==> src/rtl/bsb_consts.svh <==
// Offsets, field positions, reset values and timing counts of boot bring-up control
`ifndef BSB_CONSTS_SVH
`define BSB_CONSTS_SVH
// Register byte offsets
`define BSB_OFS_CTRL        4'h0
`define BSB_OFS_HDR         4'h4
`define BSB_OFS_STAT        4'h8
// Control register fields
`define BSB_CTRL_RETMUX     0
`define BSB_CTRL_RETIO      1
`define BSB_CTRL_SWWARM     2
`define BSB_CTRL_RELSEC     3
`define BSB_CTRL_WDKICK     4
`define BSB_CTRL_WDCLR      5
`define BSB_CTRL_RST        4'h0
// Header register fields
`define BSB_HDR_VALID       0
`define BSB_HDR_AUTH        1
`define BSB_HDR_DEC         2
`define BSB_HDR_RST         3'h0
// Clock select code that means PLL bypass
`define BSB_CLOCK_SELECT_PINS_BYPASS     2'h0
// Dedicated boot I/O count and per-type direction tables (1 = output)
`define BSB_IO_COUNT        15
`define BSB_DIR_NAND        15'h3f0f
`define BSB_DIR_SDMMC       15'h0103
`define BSB_DIR_QSPI        15'h000b
// Top 4 KB of on-chip RAM held as boot workspace
`define BSB_RAM_RSV_KB      4
// Watchdog: least timeout and clock rate
`define BSB_WD_MIN_MS       1000
`define BSB_CLK_KHZ         125000
`endif

==> src/rtl/bsb_pkg.sv <==
// Types shared by boot bring-up control
`default_nettype none
package bsb_pkg;
	typedef enum logic [2:0] {
		ST_HOLD    = 3'h0,
		ST_SELECT  = 3'h1,
		ST_CLOCKS  = 3'h2,
		ST_IOCFG   = 3'h3,
		ST_SECURE  = 3'h4,
		ST_HANDOFF = 3'h5,
		ST_USER    = 3'h6,
		ST_FAULT   = 3'h7
	} bsb_state_e;
	typedef enum logic [2:0] {
		SRC_RSVD     = 3'h0,
		SRC_FABRIC   = 3'h1,
		SRC_NAND18   = 3'h2,
		SRC_NAND30   = 3'h3,
		SRC_SDMMC18X = 3'h4,
		SRC_SDMMC30I = 3'h5,
		SRC_QSPI18   = 3'h6,
		SRC_QSPI30   = 3'h7
	} bsb_src_e;
	typedef enum logic [1:0] {
		SEC_CLEAR = 2'h0,
		SEC_AUTH  = 2'h1,
		SEC_DEC   = 2'h2,
		SEC_BOTH  = 2'h3
	} bsb_sec_e;
	typedef enum logic [1:0] {
		IO_NAND  = 2'h0,
		IO_SDMMC = 2'h1,
		IO_QSPI  = 2'h2
	} bsb_iotype_e;
	typedef struct packed {
		logic [3:0]  address;
		logic        read;
		logic        write;
		logic [31:0] writedata;
	} bsb_avreq_s;
endpackage
`default_nettype wire

==> src/rtl/bsb_boot_ctrl.sv <==
// Boot bring-up sequencer with Avalon-MM control registers
//
// The placing of the registers and the Avalon-MM register port are this design's own decisions.
`default_nettype none
`include "bsb_consts.svh"
module bsb_boot_ctrl #(
	parameter int unsigned WD_CYCLES = `BSB_WD_MIN_MS * `BSB_CLK_KHZ
) (
	// Clock and reset
	input  wire logic              sys_clk,
	input  wire logic              reset_n,
	// Avalon-MM slave
	input  wire bsb_pkg::bsb_avreq_s avReq,
	output logic [31:0]            readdata,
	output logic                   waitrequest,
	// Reset pins, straps and fuses
	input  wire logic              coldRstPin_n,
	input  wire logic              warmRstPin_n,
	input  wire logic [2:0]        boot_select_pins,
	input  wire logic [1:0]        clock_select_pins,
	input  wire logic              fabricBootFuse,
	input  wire logic              oscExtFuse,
	input  wire logic              authFuse,
	input  wire logic              decryptFuse,
	// Crypto engine handshake
	input  wire logic              authDone,
	input  wire logic              decryptDone,
	output logic                   authStart,
	output logic                   decryptStart,
	// Core and memory control
	output logic                   secondaryCoreHold,
	output logic                   bootRomEnable,
	output logic                   ramTopReserved,
	// Boot source and clocks
	output bsb_pkg::bsb_src_e      bootSource,
	output logic                   fabricBoot,
	output logic                   bootError,
	output logic                   pllConfigure,
	output logic                   pllRefExternal,
	output logic [1:0]             pllClockSel,
	// Dedicated boot I/O
	output logic                   ioMuxApply,
	output logic                   ioPadApply,
	output bsb_pkg::bsb_iotype_e   ioMuxSel,
	output logic [14:0]            ioDirection,
	// Security and watchdog
	output bsb_pkg::bsb_sec_e      securityLevel,
	output logic                   bootWdExpired
);
	import bsb_pkg::*;

	localparam int unsigned NSYNC = 11;

	// Pin synchroniser: first stage read only by the second
	logic [NSYNC-1:0] sync1_reg;
	logic [NSYNC-1:0] sync2_reg;
	always_ff @(posedge sys_clk or negedge reset_n) begin
		if (!reset_n) begin
			sync1_reg <= 11'h000;
			sync2_reg <= 11'h000;
		end else begin
			sync1_reg <= {coldRstPin_n, warmRstPin_n, boot_select_pins,
				clock_select_pins, fabricBootFuse, oscExtFuse, authFuse, decryptFuse};
			sync2_reg <= sync1_reg;
		end
	end

	logic       coldN;
	logic       warmN;
	logic [2:0] bselS;
	logic [1:0] cselS;
	logic       fuseFab;
	logic       fuseOsc;
	logic       fuseAuth;
	logic       fuseDec;
	assign {coldN, warmN, bselS, cselS, fuseFab, fuseOsc, fuseAuth, fuseDec} = sync2_reg;

	// Per-type direction table, one entry per dedicated I/O
	logic [14:0] dirNand;
	logic [14:0] dirSd;
	logic [14:0] dirQspi;
	logic [14:0] dirSel;
	logic [1:0]  ioTypeNow;
	assign dirNand = `BSB_DIR_NAND;
	assign dirSd   = `BSB_DIR_SDMMC;
	assign dirQspi = `BSB_DIR_QSPI;
	genvar gi;
	generate
		for (gi = 0; gi < `BSB_IO_COUNT; gi++) begin : g_io
			assign dirSel[gi] = (ioTypeNow == IO_NAND)  ? dirNand[gi] :
			                    (ioTypeNow == IO_SDMMC) ? dirSd[gi] : dirQspi[gi];
		end
	endgenerate

	// State
	bsb_state_e  state_reg,   state_next;
	bsb_src_e    src_reg,     src_next;
	logic        warm_reg,    warm_next;
	logic [3:0]  ctrl_reg,    ctrl_next;
	logic [2:0]  hdr_reg,     hdr_next;
	logic        romEn_reg,   romEn_next;
	logic        secHold_reg, secHold_next;
	logic        ramRsv_reg,  ramRsv_next;
	logic        fab_reg,     fab_next;
	logic        err_reg,     err_next;
	logic        pllCfg_reg,  pllCfg_next;
	logic        pllExt_reg,  pllExt_next;
	logic [1:0]  pllSel_reg,  pllSel_next;
	logic        muxAp_reg,   muxAp_next;
	logic        padAp_reg,   padAp_next;
	logic [1:0]  ioSel_reg,   ioSel_next;
	logic [14:0] ioDir_reg,   ioDir_next;
	logic [1:0]  secLvl_reg,  secLvl_next;
	logic        authPend_reg, authPend_next;
	logic        decPend_reg, decPend_next;
	logic        busy_reg,    busy_next;
	logic        authSt_reg,  authSt_next;
	logic        decSt_reg,   decSt_next;
	logic        wdRun_reg,   wdRun_next;
	logic [31:0] wdCnt_reg,   wdCnt_next;
	logic [31:0] wdLim_reg,   wdLim_next;
	logic        wdExp_reg,   wdExp_next;
	logic        wait_reg,    wait_next;
	logic [31:0] rdata_reg,   rdata_next;
	logic        warmPrev_reg, warmPrev_next;

	logic        wrAck;
	logic        wrCtrl;
	logic        swWarm;
	logic        wdKick;
	logic        wdClr;
	logic        warmEvt;
	logic [1:0]  secMerged;
	logic [1:0]  iotypeOf;

	// Write takes effect on the edge where waitrequest is seen low
	assign wrAck   = avReq.write && !wait_reg;
	assign wrCtrl  = wrAck && (avReq.address == `BSB_OFS_CTRL);
	assign swWarm  = wrCtrl && avReq.writedata[`BSB_CTRL_SWWARM];
	assign wdKick  = wrCtrl && avReq.writedata[`BSB_CTRL_WDKICK];
	assign wdClr   = wrCtrl && avReq.writedata[`BSB_CTRL_WDCLR];
	// warm from pin falling edge or software request
	assign warmEvt = (warmPrev_reg && !warmN) || swWarm;
	// fuse data merged with an optional header
	assign secMerged = {fuseDec, fuseAuth} |
		(hdr_reg[`BSB_HDR_VALID] ? {hdr_reg[`BSB_HDR_DEC], hdr_reg[`BSB_HDR_AUTH]} : 2'h0);
	// Flash type from the chosen source
	assign iotypeOf = (src_reg[2:1] == 2'h1) ? IO_NAND :
	                  (src_reg[2:1] == 2'h2) ? IO_SDMMC : IO_QSPI;
	assign ioTypeNow = iotypeOf;

	// Sequencer, registers and watchdog next values
	always_comb begin
		state_next    = state_reg;
		src_next      = src_reg;
		warm_next     = warm_reg;
		ctrl_next     = ctrl_reg;
		hdr_next      = hdr_reg;
		romEn_next    = romEn_reg;
		secHold_next  = secHold_reg;
		ramRsv_next   = ramRsv_reg;
		fab_next      = fab_reg;
		err_next      = err_reg;
		pllCfg_next   = 1'b0;
		pllExt_next   = pllExt_reg;
		pllSel_next   = pllSel_reg;
		muxAp_next    = 1'b0;
		padAp_next    = 1'b0;
		ioSel_next    = ioSel_reg;
		ioDir_next    = ioDir_reg;
		secLvl_next   = secLvl_reg;
		authPend_next = authPend_reg;
		decPend_next  = decPend_reg;
		busy_next     = busy_reg;
		authSt_next   = 1'b0;
		decSt_next    = 1'b0;
		wdRun_next    = wdRun_reg;
		wdCnt_next    = wdCnt_reg;
		wdLim_next    = wdLim_reg;
		wdExp_next    = wdExp_reg;
		warmPrev_next = warmN;
		wait_next     = 1'b1;
		rdata_next    = rdata_reg;

		// Bus: one ready cycle per request, read data set with it
		if ((avReq.read || avReq.write) && wait_reg) begin
			wait_next = 1'b0;
			case (avReq.address)
				`BSB_OFS_CTRL: rdata_next = {28'h0000000, ctrl_reg};
				`BSB_OFS_HDR:  rdata_next = {29'h00000000, hdr_reg};
				`BSB_OFS_STAT: rdata_next = {18'h00000, ioSel_reg, secLvl_reg, wdExp_reg,
					err_reg, warm_reg, fab_reg, state_reg, src_reg};
				default:       rdata_next = 32'h00000000;
			endcase
		end
		if (wrCtrl) begin
			ctrl_next[`BSB_CTRL_RETMUX] = avReq.writedata[`BSB_CTRL_RETMUX];
			ctrl_next[`BSB_CTRL_RETIO]  = avReq.writedata[`BSB_CTRL_RETIO];
			ctrl_next[`BSB_CTRL_RELSEC] = avReq.writedata[`BSB_CTRL_RELSEC];
		end
		if (wrAck && avReq.address == `BSB_OFS_HDR) begin
			hdr_next = avReq.writedata[2:0];
		end

		// Watchdog runs until expiry; software kick restarts it
		if (wdRun_reg) begin
			if (wdKick) begin
				wdCnt_next = 32'h00000000;
			end else if (wdCnt_reg >= wdLim_reg) begin
				wdRun_next = 1'b0;
			end else begin
				wdCnt_next = wdCnt_reg + 32'h00000001;
			end
		end
		// Expiry flag: set wins over a clear in the same cycle
		if (wdRun_reg && !wdKick && wdCnt_reg >= wdLim_reg) begin
			wdExp_next = 1'b1;
		end else if (wdClr) begin
			wdExp_next = 1'b0;
		end

		// release honoured only once ROM is off
		if (!romEn_reg && ctrl_reg[`BSB_CTRL_RELSEC]) begin
			secHold_next = 1'b0;
		end

		case (state_reg)
			ST_HOLD: begin
				if (warmN) begin
					state_next = ST_SELECT;
				end
			end
			ST_SELECT: begin
				// arm watchdog early, longer unless bypassed or fabric fuse blown
				wdRun_next = 1'b1;
				wdCnt_next = 32'h00000000;
				// a blown fabric fuse ignores the clock-select pins here too
				wdLim_next = (fuseFab || cselS == `BSB_CLOCK_SELECT_PINS_BYPASS) ? WD_CYCLES : (WD_CYCLES << 1);
				if (fuseFab) begin
					src_next = SRC_FABRIC;
				end else begin
					src_next = bsb_src_e'(bselS);
				end
				fab_next = fuseFab || (bselS == SRC_FABRIC);
				if (!fuseFab && bselS == SRC_RSVD) begin
					err_next   = 1'b1;
					state_next = ST_FAULT;
				end else begin
					err_next   = 1'b0;
					// reserve only on cold flash boot
					ramRsv_next = !warm_reg && !(fuseFab || bselS == SRC_FABRIC);
					state_next = ST_CLOCKS;
				end
			end
			ST_CLOCKS: begin
				// one reference for both PLLs from fuse
				pllExt_next = fuseOsc;
				// set PLLs unless warm, fabric or bypass
				if (!fab_reg && !warm_reg && cselS != `BSB_CLOCK_SELECT_PINS_BYPASS) begin
					pllCfg_next = 1'b1;
					pllSel_next = cselS;
				end
				state_next = ST_IOCFG;
			end
			ST_IOCFG: begin
				// fabric boot leaves boot I/Os alone
				if (!fab_reg) begin
					// mux kept on warm with retain bit
					if (!(warm_reg && ctrl_reg[`BSB_CTRL_RETMUX])) begin
						muxAp_next = 1'b1;
						ioSel_next = iotypeOf;
					end
					// pads kept on warm with retain bit
					if (!(warm_reg && ctrl_reg[`BSB_CTRL_RETIO])) begin
						padAp_next = 1'b1;
						ioDir_next = dirSel;
					end
				end
				secLvl_next   = secMerged;
				authPend_next = secMerged[0];
				decPend_next  = secMerged[1];
				busy_next     = 1'b0;
				state_next    = ST_SECURE;
			end
			ST_SECURE: begin
				if (authPend_reg) begin
					if (!busy_reg) begin
						authSt_next = 1'b1;
						busy_next   = 1'b1;
					end else if (authDone) begin
						authPend_next = 1'b0;
						busy_next     = 1'b0;
					end
				end else if (decPend_reg) begin
					if (!busy_reg) begin
						decSt_next = 1'b1;
						busy_next  = 1'b1;
					end else if (decryptDone) begin
						decPend_next = 1'b0;
						busy_next    = 1'b0;
					end
				end else begin
					state_next = ST_HANDOFF;
				end
			end
			ST_HANDOFF: begin
				wdCnt_next  = 32'h00000000;
				// boot ROM closed as user code starts
				romEn_next  = 1'b0;
				ramRsv_next = 1'b0;
				state_next  = ST_USER;
			end
			ST_USER: begin
				state_next = ST_USER;
			end
			ST_FAULT: begin
				state_next = ST_FAULT;
			end
			default: begin
				state_next = ST_HOLD;
			end
		endcase

		// warm reset keeps retain bits and header
		if (warmEvt || !warmN) begin
			state_next   = ST_HOLD;
			warm_next    = 1'b1;
			// secondary held while ROM code runs
			romEn_next   = 1'b1;
			secHold_next = 1'b1;
			ramRsv_next  = 1'b0;
			wdRun_next   = 1'b0;
			ctrl_next[`BSB_CTRL_RELSEC] = 1'b0;
		end
		if (!coldN) begin
			state_next   = ST_HOLD;
			warm_next    = 1'b0;
			ctrl_next    = `BSB_CTRL_RST;
			hdr_next     = `BSB_HDR_RST;
			romEn_next   = 1'b1;
			secHold_next = 1'b1;
			ramRsv_next  = 1'b0;
			wdRun_next   = 1'b0;
			err_next     = 1'b0;
		end
	end

	// Register stage
	always_ff @(posedge sys_clk or negedge reset_n) begin
		if (!reset_n) begin
			state_reg    <= ST_HOLD;
			src_reg      <= SRC_RSVD;
			warm_reg     <= 1'b0;
			ctrl_reg     <= `BSB_CTRL_RST;
			hdr_reg      <= `BSB_HDR_RST;
			romEn_reg    <= 1'b1;
			secHold_reg  <= 1'b1;
			ramRsv_reg   <= 1'b0;
			fab_reg      <= 1'b0;
			err_reg      <= 1'b0;
			pllCfg_reg   <= 1'b0;
			pllExt_reg   <= 1'b0;
			pllSel_reg   <= 2'h0;
			muxAp_reg    <= 1'b0;
			padAp_reg    <= 1'b0;
			ioSel_reg    <= 2'h0;
			ioDir_reg    <= 15'h0000;
			secLvl_reg   <= 2'h0;
			authPend_reg <= 1'b0;
			decPend_reg  <= 1'b0;
			busy_reg     <= 1'b0;
			authSt_reg   <= 1'b0;
			decSt_reg    <= 1'b0;
			wdRun_reg    <= 1'b0;
			wdCnt_reg    <= 32'h00000000;
			wdLim_reg    <= 32'h00000000;
			wdExp_reg    <= 1'b0;
			wait_reg     <= 1'b1;
			rdata_reg    <= 32'h00000000;
			warmPrev_reg <= 1'b0;
		end else begin
			state_reg    <= state_next;
			src_reg      <= src_next;
			warm_reg     <= warm_next;
			ctrl_reg     <= ctrl_next;
			hdr_reg      <= hdr_next;
			romEn_reg    <= romEn_next;
			secHold_reg  <= secHold_next;
			ramRsv_reg   <= ramRsv_next;
			fab_reg      <= fab_next;
			err_reg      <= err_next;
			pllCfg_reg   <= pllCfg_next;
			pllExt_reg   <= pllExt_next;
			pllSel_reg   <= pllSel_next;
			muxAp_reg    <= muxAp_next;
			padAp_reg    <= padAp_next;
			ioSel_reg    <= ioSel_next;
			ioDir_reg    <= ioDir_next;
			secLvl_reg   <= secLvl_next;
			authPend_reg <= authPend_next;
			decPend_reg  <= decPend_next;
			busy_reg     <= busy_next;
			authSt_reg   <= authSt_next;
			decSt_reg    <= decSt_next;
			wdRun_reg    <= wdRun_next;
			wdCnt_reg    <= wdCnt_next;
			wdLim_reg    <= wdLim_next;
			wdExp_reg    <= wdExp_next;
			wait_reg     <= wait_next;
			rdata_reg    <= rdata_next;
			warmPrev_reg <= warmPrev_next;
		end
	end

	// Outputs straight from flops
	assign readdata          = rdata_reg;
	assign waitrequest       = wait_reg;
	assign authStart         = authSt_reg;
	assign decryptStart      = decSt_reg;
	assign secondaryCoreHold = secHold_reg;
	assign bootRomEnable     = romEn_reg;
	assign ramTopReserved    = ramRsv_reg;
	assign bootSource        = src_reg;
	assign fabricBoot        = fab_reg;
	assign bootError         = err_reg;
	assign pllConfigure      = pllCfg_reg;
	assign pllRefExternal    = pllExt_reg;
	assign pllClockSel       = pllSel_reg;
	assign ioMuxApply        = muxAp_reg;
	assign ioPadApply        = padAp_reg;
	assign ioMuxSel          = bsb_iotype_e'(ioSel_reg);
	assign ioDirection       = ioDir_reg;
	assign securityLevel     = bsb_sec_e'(secLvl_reg);
	assign bootWdExpired     = wdExp_reg;

	// Checks
	chk_sec_release: assert property (@(posedge sys_clk) disable iff (!reset_n)
		!secHold_reg |-> !romEn_reg) else $error("secondary core out while ROM on");
	chk_rom_closed: assert property (@(posedge sys_clk) disable iff (!reset_n)
		state_reg == ST_HANDOFF && coldN && warmN && !swWarm |=> !romEn_reg && state_reg == ST_USER)
		else $error("ROM not closed");
	chk_fuse_fabric: assert property (@(posedge sys_clk) disable iff (!reset_n)
		state_reg == ST_SELECT && fuseFab && coldN && warmN && !swWarm |=> src_reg == SRC_FABRIC && fab_reg)
		else $error("fuse did not force fabric");
	chk_rsvd_code: assert property (@(posedge sys_clk) disable iff (!reset_n)
		state_reg == ST_SELECT && !fuseFab && bselS == 3'h0 && coldN && warmN && !swWarm
		|=> state_reg == ST_FAULT && err_reg) else $error("reserved code not flagged");
	chk_pll_skip: assert property (@(posedge sys_clk) disable iff (!reset_n)
		pllCfg_reg |-> !warm_reg && !fab_reg && pllSel_reg != `BSB_CLOCK_SELECT_PINS_BYPASS) else $error("PLL set wrongly");
	chk_io_fabric: assert property (@(posedge sys_clk) disable iff (!reset_n)
		(muxAp_reg || padAp_reg) |-> !fab_reg) else $error("I/O set on fabric boot");
	chk_auth_first: assert property (@(posedge sys_clk) disable iff (!reset_n)
		decSt_reg |-> !authPend_reg && $past(state_reg) == ST_SECURE) else $error("decrypt before auth");
	chk_ram_free: assert property (@(posedge sys_clk) disable iff (!reset_n)
		ramRsv_reg |-> !warm_reg && !fab_reg && romEn_reg) else $error("RAM reserved wrongly");
	chk_wd_restart: assert property (@(posedge sys_clk) disable iff (!reset_n)
		state_reg == ST_HANDOFF && wdRun_reg |=> wdCnt_reg <= 32'h00000001) else $error("watchdog not restarted");
	chk_bus_ready: assert property (@(posedge sys_clk) disable iff (!reset_n)
		!wait_reg |=> wait_reg) else $error("waitrequest low twice");
endmodule
`default_nettype wire

==> config.mk <==
export PLATFORM = sky130hd
export DESIGN_NAME = bsb_boot_ctrl
export DESIGN_NICKNAME = d
export VERILOG_FILES = /design/src/rtl/bsb_pkg.sv /design/src/rtl/bsb_boot_ctrl.sv
export VERILOG_INCLUDE_DIRS = /design/src /design/src/rtl
export SDC_FILE = /design/constraint.sdc
export NUM_CORES = 1
export LEC_CHECK = 0
export BUFFER_PORTS_ARGS = -buffer_cell sky130_fd_sc_hd__buf_2
export CAP_MARGIN = 40
export CORE_ASPECT_RATIO = 1.75
export CORE_MARGIN = 1.5
export CORE_UTILIZATION = 55
export DETAILED_ROUTE_END_ITERATION = 6
export GPL_TIMING_DRIVEN = 1
export HOLD_SLACK_MARGIN = 0.06
export MAX_ROUTING_LAYER = met4
export PLACE_DENSITY_LB_ADDON = 0.25
export REMOVE_ABC_BUFFERS = 1
export SYNTH_ARGS = -nofsm -noshare
export SYNTH_HDL_FRONTEND = slang
export SYNTH_SLANG_ARGS = --single-unit
==> constraint.sdc <==
create_clock -name sys_clk -period 4.1 [get_ports sys_clk]
set_clock_uncertainty 0.1 [all_clocks]
set_input_delay 0.615 -clock sys_clk [delete_from_list [all_inputs] [get_ports sys_clk]]
set_output_delay 0.615 -clock sys_clk [all_outputs]
set_load 0.005 [all_outputs]
==> impl_metrics.py, run 1 <==
metrics = {
    "drt": {
        "drt_pre_antenna_iters": 4,
        "highest_layer": "met4",
        "wl_per_cell_um": 17.1,
        "drc": 0,
        "wl_met1_um": 4530,
        "wl_met3_um": 524,
        "drtIter0Drc": 306,
        "routed_wl_um": 12200,
        "viasPerCell": 5.82,
        "vias": 4163,
        "final_antenna_net_count": 0,
        "route.met2.wl_um": 6730,
    },
    "sta": {
        "drv_slew": 0,
        "max_freq_mhz": 291,
        "worstMarginPinSlew_ns": 0.893,
        "period_share_pct": 83.8,
        "tns_ns": 0,
        "period_minus_slack_ns": 3.43,
        "grt_setup_unrepaired": "no",
        "hold_slack_ns": 0.245,
        "finalHoldViolations": 0,
        "setup_viol": 0,
        "slew_headroom_pct": 40.5,
    },
    "die": {
        "core_um2": 9470,
        "die_h_um": 134,
        "initial_core_util_pct": 56.8,
        "die-width_um": 77.7,
        "io_pins": 122,
        "die-area_um2": 10400,
        "fp-row-count": 47,
    },
    "critical_path": {
        "cp_max_fo": 9,
        "cp_slowest_cell": "or4_1",
        "start_kind": "flop",
        "max_stage_delay_ns": 0.60,
        "critPathKind": "reg -> reg",
        "reg2reg_depth": 10,
        "crit_top_cell": "a211oi_1",
        "cp.required_ns": 4.27,
        "cp_data_arrival_time_ns": 3.61,
        "cp_cell_sequence": "inv_1 -> ha_1 -> a211oi_1 -> a211oi_1 -> nor4_4 -> and2_1 -> buf_4 -> nand4_2 -> or4_1 -> a21oi_1",
        "cp-end-kind": "flop",
    },
    "power": {
        "leakage_nw": 2.96,
        "worst_ir_drop_vdd_v": 0.000224,
        "p_per_area_nw_per_um2": 384,
    },
    "grt": {
        "grt_pass1_vias": 4196,
        "grt_max_degree": 64,
        "antenna_found_initial": 0,
        "grt_usage_pct": 26.1,
        "overflow": 0,
        "grt_pass1_wl_um": 20500,
    },
    "cells_and_area": {
        "final_area_um2": 6080,
        "syn2layout_area_growth_pct": 13.1,
        "drive_above_1_share_pct": 19.2,
        "filler_cell_count": 771,
        "final_nets": 666,
        "largest_reg_flops": 32,
        "antenna_cells": 0,
    },
    "logic_synthesis": {
        "async_reset_ff_share_pct": 100,
        "synth.ff_latch_count": 111,
        "synth_cell_types": 58,
        "synth_area_um2": 5380,
        "avgSynthCellArea_um2": 10.4,
        "ys.flop_type": "dfrtp_1",
        "synth_edf_count": 0,
        "synthCells": 519,
        "ys_warn_count": 0,
        "synth_seq_area_share_pct": 51.7,
    },
    "outcome": {
        "run_status": "finished, final reports clean",
    },
    "min_path": {
        "holdPathStages": 0,
        "worstHoldPathType": "reg -> reg",
    },
    "clock_tree": {
        "cts_tree": "done",
        "clock_latency_ns": 0.35,
        "cts_root_buffer": "clkbuf_16",
        "cts_resized": 0,
        "cts_sinks": 111,
        "ctsHoldBuffers": 1,
        "numCtsBuffers": 9,
        "htreeDepth": 3,
        "post_cts_buffers": 0,
        "clock_path_buffers": 2,
        "cts.clk_slew.worst_paths_ns": 0.08,
    },
    "run": {
        "drv_cap": 0,
    },
    "placed_design": {
        "gp_congestion": 0.892,
        "io_buffers": 72,
        "dpl-instance-area_um2": 5770,
        "dp_hpwl_um": 9050,
    },
}
[routing by layer]
| metal | global-route usage (%) | vias up |
|---|---|---|
| met1 | 27.3 | 2038 |
| li1 | - | 1958 |
| met4 | 13.1 | 0 |
| met3 | 4.83 | 31 |
| met5 | - | - |
| met2 | 46.2 | 136 |
[cells in the mapped netlist, types with 3 or more instances]
| cell | count | area, um2 |
|---|---|---|
| a21oi_1 | 23 | 115 |
| a211oi_1 | 6 | 45.0 |
| buf_4 | 30 | 225 |
| and3_1 | 8 | 50.1 |
| nand4_1 | 20 | 125 |
| and4_1 | 4 | 35.0 |
| or4_1 | 5 | 37.5 |
| nor3_1 | 8 | 40.0 |
| xor2_1 | 8 | 70.1 |
| a21o_1 | 3 | 22.5 |
| o211ai_1 | 4 | 30.0 |
| nand3b_1 | 5 | 37.5 |
| xnor2_1 | 3 | 26.3 |
| nor4b_1 | 4 | 35.0 |
| nand2_1 | 49 | 184 |
| nand2b_1 | 8 | 50.1 |
| a31oi_1 | 6 | 37.5 |
| o21ai_0 | 27 | 135 |
| clkbuf_1 | 14 | 52.6 |
| nand3_1 | 19 | 95.1 |
| or3_1 | 6 | 37.5 |
| o41ai_1 | 3 | 26.3 |
| inv_1 | 17 | 63.8 |
| and2_1 | 3 | 18.8 |
| nor2_1 | 42 | 158 |
| dfrtp_1 | 108 | 2700 |
| mux2_2 | 8 | 90.1 |
| a22o_1 | 10 | 87.6 |
| mux2i_1 | 6 | 60.1 |
| ha_1 | 25 | 313 |
| dfstp_2 | 3 | 78.8 |
[placed cells by master, fill, tap and decap left out, types with 3 or more instances in the layout]
master / instances
a22o_1: 10
and3_1: 8
nand2b_1: 8
a211oi_1: 6
ha_1: 25
nor3_1: 8
o41ai_1: 3
o21ai_0: 27
nand2_1: 49
clkbuf_16: 9
nand4_1: 20
o211ai_1: 4
nor2_1: 42
or4_1: 5
a21o_1: 3
a31oi_1: 6
a21oi_1: 23
buf_4: 9
xnor2_1: 3
conb_1: 23
inv_1: 17
nor4b_1: 4
mux2i_1: 6
and4_1: 4
nand3_1: 19
nand3b_1: 5
mux2_2: 8
or3_1: 6
and2_1: 3
dfstp_2: 3
buf_2: 71
dfrtp_1: 108
xor2_1: 8
[final cells by class]
cell class | instances | area [um2] | area share [%]
Clock inverter | 7 | 70.1 | 1.15
Sequential cell | 111 | 2780 | 45.8
Clock buffer | 9 | 225 | 3.70
Multi-Input combinational cell | 367 | 2330 | 38.3
Inverter | 17 | 63.8 | 1.05
Tap cell | 122 | 153 | 2.51
Timing Repair Buffer | 82 | 460 | 7.57
[kinds of logic (layout without fill, tap and decap cells)]
family,Yosys count,count (layout),share of synthesized area [%]
xor gates and xnor gates,11,11,1.79
AOI/OAI and AO/OA,99,99,12.1
DFF,111,111,51.7
adders and majority gates,25,25,5.82
buffers and inverters,63,115,6.54
muxes,14,14,2.79
and+or+nand+nor,195,195,19.2
other,1,23,0.0697
[through the flow]
stage	std cells	total power [mW]	worst slack (ns)	util [%]
2_1_floorplan	495	1.35	1.05	-
3_3_place_gp	697	1.47	0.814	60.7
3_5_place_dp	698	1.49	0.720	61.0
4_1_cts	715	2.35	0.693	64.2
5_1_grt	715	2.44	0.489	64.2
6_report	715	2.34	0.665	64.2
[worst max-delay path: cells and delay by family (launching register included)]
family / cells / cell delay (ns)
AO/OA/AOI/OAI: 3 / 0.55
buffers and inverters: 2 / 0.51
AND/OR/NAND/NOR: 4 / 1.46
adder cells (fa/ha/maj): 1 / 0.33
flip-flops: 1 / 0.39
[path summary, 6_finish.rpt]
check                                   start       endpoint  slack (ns)
worst max-delay path            wdLim_reg[23]  wdCnt_reg[25]        0.67
worst min-delay path             sync1_reg[9]   sync2_reg[9]        0.25
worst max register to register  wdLim_reg[23]  wdCnt_reg[25]        0.67
worst min register to register   sync1_reg[9]   sync2_reg[9]        0.25
max in group asynchronous             reset_n   wdCnt_reg[8]        2.47
min in group asynchronous             reset_n      authStart        0.57
[power by group]
part	internal [mW]	leakage (nW)	switching (mW)	total [mW]
Combinational	0.107	1.36	0.145	0.252
Sequential	1.16	1.45	0.0608	1.22
Clock	0.431	0.147	0.433	0.864
(Power assumes the default switching activity.)
==> run 2, diff against run 1 <==
- CORE_UTILIZATION: 55 -> 54
- clock period: 4.1 -> 3.38 ns (I/O delays scaled with it)
==> impl_metrics.py, run 2 (synthesis gave the netlist of run 1 again) <==
metrics = {
    "power": {
        "leakage_nw": 2.95,
        "power.net_switching_mw": 0.760,
        "clkPwrFrac_pct": 37.1,
        "combinationalPowerShare_pct": 10.7,
        "intPower_mw": 2.08,
        "worst_ir_drop_vdd_v": 0.000370,
        "seq_power_share_pct": 52.1,
        "p_sw_share_pct": 26.8,
        "p_per_area_nw_per_um2": 467,
    },
    "clock_tree": {
        "cts.clk_slew.worst_paths_ns": 0.08,
        "cts_tree": "done",
        "cts_sinks": 111,
        "clock_path_buffers": 2,
        "ctsHoldBuffers": 0,
        "clock_latency_ns": 0.35,
        "cts_resized": 0,
        "cts_root_buffer": "clkbuf_16",
        "htreeDepth": 3,
        "numCtsBuffers": 9,
        "post_cts_buffers": 0,
    },
    "sta": {
        "finalHoldViolations": 0,
        "slew_headroom_pct": 38.9,
        "period_share_pct": 90.8,
        "setup_viol": 0,
        "period_minus_slack_ns": 3.07,
        "worstMarginPinSlew_ns": 0.917,
        "max_freq_mhz": 326,
        "grt_setup_unrepaired": "no",
        "hold_slack_ns": 0.0972,
        "drv_slew": 0,
        "tns_ns": 0,
    },
    "critical_path": {
        "start_kind": "flop",
        "max_stage_delay_ns": 0.58,
        "cp.required_ns": 3.55,
        "cp_max_fo": 10,
        "cp-end-kind": "flop",
        "r2r_end": "wdCnt_reg[25]",
        "ff2ff_setup_slack_ns": 0.31,
        "critPathKind": "reg -> reg",
        "crit_top_cell": "a21oi_1",
        "cp_slowest_cell": "or4_1",
        "cp_cell_sequence": "inv_1 -> ha_1 -> a211o_1 -> a21oi_1 -> o22ai_1 -> o31ai_4 -> nand4_2 -> or4_1 -> a21oi_1",
        "reg2reg_depth": 9,
        "cp_data_arrival_time_ns": 3.24,
        "rr_startpoint": "wdLim_reg[23]",
    },
    "grt": {
        "grt_max_degree": 59,
        "grt_pass1_wl_um": 19800,
        "antenna_found_initial": 0,
        "grt_usage_pct": 24.8,
        "grt_pass1_vias": 4062,
        "overflow": 0,
    },
    "cells_and_area": {
        "final_area_um2": 6070,
        "utilization_pct": 62.1,
        "final_cell_mix": "dfrtp_1, buf_2, nand2_1",
        "drive_above_1_share_pct": 19.4,
        "layout_commonest_cell": "dfrtp_1",
        "final_nets": 666,
        "largest_reg_flops": 32,
        "syn2layout_area_growth_pct": 13.0,
        "antenna_cells": 0,
    },
    "die": {
        "die-area_um2": 10600,
        "initial_core_util_pct": 54.9,
        "fp-row-count": 48,
        "die_h_um": 135,
        "core_um2": 9790,
        "die-width_um": 78.4,
        "io_pins": 122,
    },
    "placed_design": {
        "dpl-instance-area_um2": 5780,
        "io_buffers": 72,
        "gp_congestion": 0.880,
        "dp_hpwl_um": 9010,
    },
    "outcome": {
        "run_status": "finished, final reports clean",
    },
    "drt": {
        "vias": 4116,
        "wl_per_cell_um": 17.0,
        "viasPerCell": 5.73,
        "drc": 0,
        "routed_wl_um": 12200,
        "drt_pre_antenna_iters": 4,
        "drtIter0Drc": 194,
        "final_antenna_net_count": 0,
    },
    "min_path": {
        "worstHoldPathType": "in -> async",
    },
    "run": {
        "drv_cap": 0,
    },
}
[run 2: power groups by stage]
stage / clock (mW) / sequential [mW] / combinational [mW]
2_1_floorplan: 0 / 1.49 / 0.146
6_report: 1.05 / 1.48 / 0.304
5_1_grt: 1.13 / 1.49 / 0.345
4_1_cts: 1.07 / 1.48 / 0.309
3_3_place_gp: 0 / 1.50 / 0.297
3_5_place_dp: 0 / 1.50 / 0.308
[run 2: cell type report]
cell class | count | area [um2]
fill | 854 | 3710
timing repair buffer | 82 | 450
clock buffer | 10 | 239
sequential | 111 | 2780
multi-input combinational | 367 | 2330
inverter | 17 | 63.8
tap | 125 | 156
clock inverter | 6 | 57.6
[run 2: metrics by stage]
stage               instances  power [mW]  worst slack (ns)
floorplan                 495        1.64             0.332
global placement          702        1.80             0.386
detailed placement        702        1.81             0.362
CTS                       718        2.86             0.341
global route              718        2.97             0.110
finish                    718        2.84             0.310
[run 2: how the worst max path moves through the flow]
stage	end	from
floorplan	wdCnt_reg[6]	wdLim_reg[23]
global placement	wdCnt_reg[6]	wdLim_reg[23]
detailed placement	wdCnt_reg[25]	wdLim_reg[23]
CTS	wdCnt_reg[25]	wdLim_reg[23]
global route	wdCnt_reg[6]	wdLim_reg[23]
finish	wdCnt_reg[25]	wdLim_reg[23]
[run 2: per-layer routing]
layer	global-route usage, %	share of wire, %	up-vias
met4	11.8	3.0	0
met5	-	0	-
met3	3.65	3.3	28
met1	26.2	38	2023
li1	-	-	1953
met2	44.8	56	112
[run 2: worst max-delay path, delay by kind of cell, from the launching register on]
family	cells	cell delay [ns]
and+or+nand+nor	2	0.84
buffers and inverters	1	0.18
AOI/OAI and AO/OA	5	1.21
DFF	1	0.38
adders and majority gates	1	0.28
